<file path="config.mk">
export PLATFORM = sky130hd
export DESIGN_NAME = adc_result_formatting
export DESIGN_NICKNAME = d
export VERILOG_FILES = /design/src/logic/adc_result_pkg.sv /design/src/logic/result_packer.sv /design/src/logic/adc_result_formatting.sv
export VERILOG_INCLUDE_DIRS = /design/src /design/src/logic
export SDC_FILE = /design/constraint.sdc
export NUM_CORES = 1
export LEC_CHECK = 0
export BUFFER_PORTS_ARGS = -buffer_cell sky130_fd_sc_hd__clkbuf_2
export CAP_MARGIN = 5
export CORE_MARGIN = 2
export CORE_UTILIZATION = 50
export DETAILED_ROUTE_END_ITERATION = 6
export PLACE_DENSITY = 0.76
export SYNTH_ARGS = -nofsm -noshare
export SYNTH_HDL_FRONTEND = slang
export SYNTH_HIERARCHICAL = 1
export SYNTH_SLANG_ARGS = --single-unit
</file>
<file path="constraint.sdc">
create_clock -name sys_clk -period 3.02 [get_ports sys_clk]
set_clock_uncertainty 0.05 [all_clocks]
set_input_delay 0.604 -clock sys_clk [delete_from_list [all_inputs] [get_ports sys_clk]]
set_output_delay 0.604 -clock sys_clk [all_outputs]
set_load 0.01 [all_outputs]
</file>
<file path="src/logic/adc_result_params.svh">
// Register offsets, field positions and timing counts of the result block
`ifndef ADC_RESULT_PARAMS_SVH
`define ADC_RESULT_PARAMS_SVH

`define OFS_CONTROL_0     8'h00
`define OFS_CONTROL_1     8'h04
`define OFS_CONTROL_2     8'h08
`define OFS_RESULT_HIGH   8'h0C
`define OFS_RESULT_LOW    8'h10
`define OFS_IRQ_STATUS    8'h14
`define OFS_IRQ_MASK      8'h18

`define POS_CONVERTER_ON  0
`define POS_GO            1
`define POS_CHANNEL_LO    2
`define POS_CHANNEL_HI    6
`define POS_JUSTIFY       7
`define POS_CLKSEL_LO     4
`define POS_CLKSEL_HI     6
`define POS_REFSEL_LO     0
`define POS_REFSEL_HI     1
`define POS_AUTO_TRIGGER_SELECT_LO    4
`define POS_AUTO_TRIGGER_SELECT_HI    7
`define POS_DONE          0

`define CONTROL_RESET     8'h00
`define CONV_CYCLES       8'h0C
`define TRIGGER_COUNT     10
`define ACQ_CYCLES        8

`endif

</file>
<file path="src/logic/adc_result_pkg.sv">
// Types shared by the result formatting block
package adc_result_pkg;

    typedef struct packed {
        logic [7:0] high;
        logic [7:0] low;
    } result_pair_type;

    typedef enum logic [1:0] {
        IDLE    = 2'b01,
        CONVERT = 2'b10
    } conv_state_type;

endpackage : adc_result_pkg

</file>
<file path="src/logic/result_packer.sv">
// Packs a 10-bit conversion result into the two result bytes
`timescale 1ns/1ps

module result_packer
    import adc_result_pkg::*;
(
    input  wire logic            rightJustify,
    input  wire logic [9:0]      conversionResult,
    output result_pair_type      resultPair
);

    always_comb
    begin
        if (rightJustify)
        begin
            resultPair.high = {6'h00, conversionResult[9:8]}; // RULE3 RULE8
            resultPair.low  = conversionResult[7:0];          // RULE4
        end
        else
        begin
            resultPair.high = conversionResult[9:2];          // RULE1
            resultPair.low  = {conversionResult[1:0], 6'h00}; // RULE2 RULE8
        end
    end

endmodule : result_packer

</file>
<file path="src/logic/adc_result_formatting.sv">
// Converter control, result registers and APB slave of the 10-bit converter
//
// What this block does
// RULE1: Left justified, result bits 9..2 fill the whole high result byte.
// RULE2: Left justified, result bits 1..0 go to low byte bits 7..6.
// RULE3: Right justified, result bits 9..8 go to high byte bits 1..0.
// RULE4: Right justified, result bits 7..0 fill the whole low result byte.
// RULE5: Software waits an acquisition interval after a channel change.
// RULE6: Both result bytes are read/write and no reset touches them.
// RULE7: Software sets the go flag and hardware clears it on completion.
// RULE8: The six unused result bits are loaded as zero.
// RULE9: Bit 7 of control register 1 selects right (1) or left (0).
// RULE10: Both result bytes load in the cycle the go flag clears.
`timescale 1ns/1ps
`include "adc_result_params.svh"

module adc_result_formatting
    import adc_result_pkg::*;
(
    input  wire logic        sys_clk,
    input  wire logic        arst_n,
    input  wire logic [7:0]  paddr,
    input  wire logic        psel,
    input  wire logic        penable,
    input  wire logic        pwrite,
    input  wire logic [31:0] pwdata,
    output logic      [31:0] prdata,
    output logic             pready,
    output logic             pslverr,
    input  wire logic [9:0]  analogResult,
    input  wire logic [`TRIGGER_COUNT:1] triggerIn,
    output logic             irq,
    output logic             converterOn,
    output logic      [4:0]  channelSelect
);

    localparam int ConvDepth = 12;

    logic [7:0]  resultHigh;
    logic [7:0]  resultLow;
    logic        justifySelect;
    logic [2:0]  clockSelect;
    logic [1:0]  refSelect;
    logic [3:0]  triggerSelect;
    logic        doneStatus;
    logic        doneMask;
    logic        goFlag;
    logic [7:0]  convCount;
    conv_state_type convState;
    logic [9:0]  analogMeta;
    logic [9:0]  analogSync;
    logic [`TRIGGER_COUNT:1] trigMeta;
    logic [`TRIGGER_COUNT:1] trigSync;
    logic [`TRIGGER_COUNT:1] trigPrev;
    logic        setupPhase;
    logic        accessDone;
    logic        wrEn;
    logic        rdEn;
    logic        trigHit;
    logic        startReq;
    logic        abortReq;
    logic        loadStrobe;
    logic        loadedOnce;
    result_pair_type packedResult;

    function automatic logic addr_ok(input logic [7:0] addr);
        addr_ok = (addr == `OFS_CONTROL_0) || (addr == `OFS_CONTROL_1)
               || (addr == `OFS_CONTROL_2) || (addr == `OFS_RESULT_HIGH)
               || (addr == `OFS_RESULT_LOW) || (addr == `OFS_IRQ_STATUS)
               || (addr == `OFS_IRQ_MASK);
    endfunction : addr_ok

    function automatic logic [7:0] read_mux(input logic [7:0] addr);
        unique case (addr)
            `OFS_CONTROL_0:   read_mux = {1'b0, channelSelect, goFlag,
                                          converterOn};
            `OFS_CONTROL_1:   read_mux = {justifySelect, clockSelect, 2'b00,
                                          refSelect};
            `OFS_CONTROL_2:   read_mux = {triggerSelect, 4'h0};
            `OFS_RESULT_HIGH: read_mux = resultHigh;
            `OFS_RESULT_LOW:  read_mux = resultLow;
            `OFS_IRQ_STATUS:  read_mux = {7'h00, doneStatus};
            `OFS_IRQ_MASK:    read_mux = {7'h00, doneMask};
            default:          read_mux = 8'h00;
        endcase
    endfunction : read_mux

    function automatic logic trigger_hit(
        input logic [3:0]                sel,
        input logic [`TRIGGER_COUNT:1]   edges
    );
        if ((sel == 4'h0) || (sel > 4'hA))
            trigger_hit = 1'b0;
        else
            trigger_hit = edges[sel];
    endfunction : trigger_hit

    // Analog result and trigger inputs come from outside the clock domain
    always_ff @(posedge sys_clk or negedge arst_n)
    begin
        if (!arst_n)
        begin
            analogMeta <= 10'h000;
            analogSync <= 10'h000;
            trigMeta   <= '0;
            trigSync   <= '0;
            trigPrev   <= '0;
        end
        else
        begin
            analogMeta <= analogResult;
            analogSync <= analogMeta;
            trigMeta   <= triggerIn;
            trigSync   <= trigMeta;
            trigPrev   <= trigSync;
        end
    end

    assign setupPhase = psel && !penable;
    assign accessDone = psel && penable && pready && !pslverr;
    assign wrEn       = accessDone && pwrite;
    assign rdEn       = accessDone && !pwrite;

    // Answer one cycle after setup; data and error are registered
    always_ff @(posedge sys_clk or negedge arst_n)
    begin
        if (!arst_n)
        begin
            pready  <= 1'b0;
            pslverr <= 1'b0;
            prdata  <= 32'h0000_0000;
        end
        else
        begin
            pready  <= setupPhase;
            pslverr <= setupPhase && !addr_ok(paddr);
            if (setupPhase && !pwrite)
                prdata <= {24'h00_0000, read_mux(paddr)};
            else
                prdata <= 32'h0000_0000;
        end
    end

    // Control registers
    always_ff @(posedge sys_clk or negedge arst_n)
    begin
        if (!arst_n)
        begin
            converterOn   <= 1'b0;
            channelSelect <= 5'h00;
            justifySelect <= 1'b0;
            clockSelect   <= 3'h0;
            refSelect     <= 2'h0;
            triggerSelect <= 4'h0;
            doneMask      <= 1'b0;
        end
        else if (wrEn)
        begin
            unique case (paddr)
                `OFS_CONTROL_0:
                begin
                    converterOn   <= pwdata[`POS_CONVERTER_ON];
                    channelSelect <= pwdata[`POS_CHANNEL_HI:`POS_CHANNEL_LO];
                end
                `OFS_CONTROL_1:
                begin
                    justifySelect <= pwdata[`POS_JUSTIFY]; // RULE9
                    clockSelect   <= pwdata[`POS_CLKSEL_HI:`POS_CLKSEL_LO];
                    refSelect     <= pwdata[`POS_REFSEL_HI:`POS_REFSEL_LO];
                end
                `OFS_CONTROL_2:
                    triggerSelect <= pwdata[`POS_AUTO_TRIGGER_SELECT_HI:`POS_AUTO_TRIGGER_SELECT_LO];
                `OFS_IRQ_MASK:
                    doneMask      <= pwdata[`POS_DONE];
                default:
                begin
                end
            endcase
        end
    end

    assign trigHit  = trigger_hit(triggerSelect, trigSync & ~trigPrev);
    // Software or the selected trigger edge starts a conversion
    assign startReq = converterOn
                   && ((wrEn && (paddr == `OFS_CONTROL_0)
                        && pwdata[`POS_GO]) || trigHit);
    // Turning off the converter or writing go low aborts a conversion
    assign abortReq = !converterOn
                   || (wrEn && (paddr == `OFS_CONTROL_0)
                       && !pwdata[`POS_GO]);
    assign loadStrobe = (convState == CONVERT) && (convCount == 8'h00)
                     && !abortReq;

    // Conversion sequencer owns the go flag
    always_ff @(posedge sys_clk or negedge arst_n)
    begin
        if (!arst_n)
        begin
            convState <= IDLE;
            goFlag    <= 1'b0;
            convCount <= 8'h00;
        end
        else
        begin
            unique case (convState)
                IDLE:
                begin
                    if (startReq)
                    begin
                        convState <= CONVERT;
                        goFlag    <= 1'b1; // RULE7
                        convCount <= `CONV_CYCLES - 8'h01;
                    end
                end
                CONVERT:
                begin
                    if (abortReq)
                    begin
                        convState <= IDLE;
                        goFlag    <= 1'b0;
                    end
                    else if (loadStrobe)
                    begin
                        convState <= IDLE;
                        goFlag    <= 1'b0; // RULE7 RULE10
                    end
                    else
                        convCount <= convCount - 8'h01;
                end
                default:
                begin
                    convState <= IDLE;
                    goFlag    <= 1'b0;
                end
            endcase
        end
    end

    result_packer u_packer (
        .rightJustify     (justifySelect),
        .conversionResult (analogSync),
        .resultPair       (packedResult)
    );

    // Result bytes have no reset; a conversion load beats a software write
    always_ff @(posedge sys_clk)
    begin
        if (loadStrobe)
        begin
            resultHigh <= packedResult.high; // RULE10
            resultLow  <= packedResult.low;  // RULE10
        end
        else if (wrEn && (paddr == `OFS_RESULT_HIGH))
            resultHigh <= pwdata[7:0]; // RULE6
        else if (wrEn && (paddr == `OFS_RESULT_LOW))
            resultLow  <= pwdata[7:0]; // RULE6
    end

    // Sticky done flag; a read clears only what it returned, a set wins
    always_ff @(posedge sys_clk or negedge arst_n)
    begin
        if (!arst_n)
            doneStatus <= 1'b0;
        else if (loadStrobe)
            doneStatus <= 1'b1;
        else if (rdEn && (paddr == `OFS_IRQ_STATUS) && prdata[`POS_DONE])
            doneStatus <= 1'b0;
    end

    always_ff @(posedge sys_clk or negedge arst_n)
    begin
        if (!arst_n)
            irq <= 1'b0;
        else
            irq <= doneStatus && doneMask;
    end

    // Assertion helper: result bytes hold known data after the first conversion load
    always_ff @(posedge sys_clk or negedge arst_n)
    begin
        if (!arst_n)
            loadedOnce <= 1'b0;
        else if (loadStrobe)
            loadedOnce <= 1'b1;
    end
endmodule : adc_result_formatting

</file>
==> impl_metrics.json <==
{
  "n_fill_cell": 705,
  "postCtsHoldBufs": 0,
  "fraction_of_final_layout_cells_with_drive_strength_greater_than_1": 0.296,
  "required_ns": 3.20,
  "routed_via_density": 5.17,
  "grt_antenna_before_repair": 0,
  "pwr_density_cell_nw_per_um2": 487,
  "dr_wl_met3_um": 393,
  "synth_largest_area_cell": "sky130_fd_sc_hd__dfrtp_1",
  "status": "complete, no violations",
  "cts-resized-gates": 0,
  "initialDrtViolationCount": 157,
  "worst-setup-path-type": "reg2reg",
  "cts_made_buffers": 9,
  "fp.coreArea_um2": 8720,
  "fin_area_um2": 4990,
  "numPortBuffers": 57,
  "timing.hold.ws_ns": 0.291,
  "part_of_the_yosys_area_used_for_sequential_elements": 0.601,
  "global_placer_s_final_weighted_congestion": 0.795,
  "yosys-top-cells-area": "sky130_fd_sc_hd__dfrtp_1 49%, sky130_fd_sc_hd__edfxtp_1 11%, sky130_fd_sc_hd__mux2_2 4.7%",
  "dpl.hpwl_um": 5610,
  "die_area_um2": 9800,
  "num_rows": 34,
  "highest_layer": "met4",
  "synth-async-reset-ratio": 0.848,
  "gr_usage_total": 0.173,
  "hold_vio_cnt_final": 0,
  "postSynthCellCount": 360,
  "grt_start_max_net_pins": 90,
  "worst-endpoint-arrival_ns": 2.51,
  "timing.final.crit_share": 0.771,
  "timing.hold.worst.class": "in2reg",
  "combinationalPowerShare": 0.053,
  "synthFlopType": "sky130_fd_sc_hd__dfrtp_1",
  "mappedNetlistArea_um2": 4510,
  "ir_worst_vdd_uv": 343,
  "htree_levels": 3,
  "net_switching_power_of_the_design_mw": 0.595,
  "dr_wl_met2_um": 3930,
  "ioPinCount": 106,
  "power.share.clock": 0.336,
  "yosysMostFrequentCell": "sky130_fd_sc_hd__dfrtp_1",
  "synth_top_area_share": 0.488,
  "grt_pass1_vias": 2737,
  "detailroute.via_count": 2761,
  "chipHeight_um": 99.0,
  "worst_setup_hold_path_clk_slew_ns": 0.10,
  "drv_cap": 0,
  "initial_utilization": 0.517,
  "power.share.switching": 0.245,
  "synth_top_cells_by_count": "88 x sky130_fd_sc_hd__dfrtp_1, 44 x sky130_fd_sc_hd__nand2_1, 24 x sky130_fd_sc_hd__buf_4",
  "yosysUniqueCellTypes": 60,
  "drt-met1-wl_um": 3460,
  "cts_max_path_buffers": 2,
  "die_w_um": 99.0,
  "routed_wl_um": 7910,
  "number_of_enable_flip_flop_cells_after_synthesis": 16,
  "antenna-diode-count": 0,
  "placed_cell_area_um2": 4800,
  "wl_per_cell_um": 14.8,
  "tightest_slew_ns": 1.08,
  "yosysWarningCount": 6,
  "drtPass1Iterations": 4,
  "end_kind": "flip-flop",
  "setup_repair_after_global_routing_missed_its_margin": "no",
  "startpoint_type": "flip-flop",
  "layout-area-overhead-vs-synth_pct": 10.6,
  "postRouteAntennaNets": 0,
  "final_max_tran_viols": 0,
  "finalPower_mw": 2.43,
  "grt.overflow.total": 0,
  "layout.core_utilization": 0.572,
  "first_pass_grt_wire_length_um": 13300,
  "min_period_ns": 2.33,
  "power_frac_seq": 0.611,
  "ys_ff_latch": 105,
  "worstPathMaxFanout": 16,
  "insertion_delay_ns": 0.36,
  "relative_slew_slack": 0.280,
  "fmaxAchievable_mhz": 430,
  "ctsRootBufferMaster": "sky130_fd_sc_hd__clkbuf_8",
  "avgSynthCellArea_um2": 12.5,
  "setup_viol_count_final": 0,
  "power_leakage_nw": 2.27,
  "cts_setup_buffers": 0,
  "timing.setup.tns_ns": 0,
  "clock-sinks": 105,
  "nets": 488,
  "route.detailed.drc": 0,
  "cellInternalPower_mw": 1.83,
  "tritoncts": "done"
}
cells by family (layout without fill, tap and decap cells):
logic type / count (synthesis) / in the layout / share of synthesized area
AND/OR/NAND/NOR: 139 / 139 / 0.176
flip-flops: 105 / 105 / 0.601
buffers and inverters: 42 / 85 / 0.0627
AO/OA/AOI/OAI: 40 / 40 / 0.0682
multiplexers: 30 / 30 / 0.0846
adder cells (fa/ha/maj): 2 / 2 / 0.00555
other: 1 / 24 / 0.000831
XOR/XNOR: 1 / 1 / 0.00194
registers in the layout, summed over array words and instances, names as in the netlist:
register       count
clockSelect        3
channelSelect      5
converterOn        1
pready             1
convState          1
analogSync        10
analogMeta        10
triggerSelect      4
resultHigh         8
irq                1
prdata             8
trigSync          10
trigMeta          10
justifySelect      1
goFlag             1
doneMask           1
refSelect          2
doneStatus         1
convCount          8
pslverr            1
trigPrev          10
resultLow          8
stage by stage:
| stage | std cells | worst slack (ns) |
|---|---|---|
| after floorplan | 383 | 0.682 |
| after global placement | 518 | 0.439 |
| after detailed placement | 518 | 0.402 |
| after CTS | 534 | 0.694 |
| after global routing | 534 | 0.520 |
| final | 534 | 0.692 |
path summary, 6_finish.rpt:
kind                                           from                       end  slack (ns)  cells after the start
min reg2reg                   trigMeta[8]$_DFF_PN0_     trigSync[8]$_DFF_PN0_        0.31                      0
max                        convCount[0]$_DFFE_PN0P_    resultLow[0]$_DFFE_PP_        0.69                      7
max in group asynchronous                    arst_n  convCount[0]$_DFFE_PN0P_        1.84                      1
min in group asynchronous                    arst_n       prdata[2]$_DFF_PN0_        0.37                      1
min                                    triggerIn[6]     trigMeta[6]$_DFF_PN0_        0.29                      1
max reg2reg                convCount[0]$_DFFE_PN0P_    resultLow[0]$_DFFE_PP_        0.69                      7
power by group through the flow:
stage | clock network [mW] | registers, mW | logic [mW]
5_1_grt | 0.913 | 1.49 | 0.146
6_report | 0.816 | 1.48 | 0.128
3_5_place_dp | 0 | 1.51 | 0.129
3_3_place_gp | 0 | 1.51 | 0.126
4_1_cts | 0.840 | 1.48 | 0.130
2_1_floorplan | 0 | 1.51 | 0.0823
cell usage in the layout, fill, tap and decap left out, types with 6 or more instances in the layout:
cell type / netlist / routed
sky130_fd_sc_hd__nand2_1: 44 / 44
sky130_fd_sc_hd__edfxtp_1: 16 / 16
sky130_fd_sc_hd__nand3_1: 7 / 7
sky130_fd_sc_hd__clkbuf_8: 0 / 9
sky130_fd_sc_hd__a21oi_1: 6 / 6
sky130_fd_sc_hd__nor2_1: 19 / 19
sky130_fd_sc_hd__and2_1: 8 / 8
sky130_fd_sc_hd__clkbuf_2: 0 / 56
sky130_fd_sc_hd__dfrtp_1: 88 / 88
sky130_fd_sc_hd__nand2_2: 10 / 10
sky130_fd_sc_hd__mux2_2: 19 / 19
sky130_fd_sc_hd__nor2b_1: 11 / 11
sky130_fd_sc_hd__inv_1: 6 / 6
sky130_fd_sc_hd__nor3_1: 7 / 7
sky130_fd_sc_hd__conb_1: 1 / 24
sky130_fd_sc_hd__a22oi_1: 7 / 7
sky130_fd_sc_hd__o21ai_0: 8 / 8
sky130_fd_sc_hd__buf_4: 24 / 7
worst max-delay path, cell delays in order, from the launching register on:
cell	delay (ns)
sky130_fd_sc_hd__dfrtp_1	0.45
sky130_fd_sc_hd__inv_1	0.10
sky130_fd_sc_hd__ha_1	0.18
sky130_fd_sc_hd__nand2_1	0.09
sky130_fd_sc_hd__nor3b_2	0.37
sky130_fd_sc_hd__and3_1	0.72
sky130_fd_sc_hd__nand2_1	0.14
sky130_fd_sc_hd__nand2_1	0.09
layout make-up:
class / instances / area, um2 / area share
multi-input combinational: 236 / 1610 / 0.322
sequential: 105 / 2710 / 0.543
clock inverter: 7 / 60.1 / 0.0120
timing repair buffer: 63 / 333 / 0.0667
tap: 108 / 135 / 0.0271
inverter: 6 / 22.5 / 0.00451
clock buffer: 9 / 124 / 0.0248
routing by layer:
layer	global-route usage	vias up
met5	0	-
met4	0.0506	0
met3	0.0426	8
met2	0.270	72
met1	0.243	1343
li1	-	1338
No activity file was read; power rests on OpenSTA's default activity.
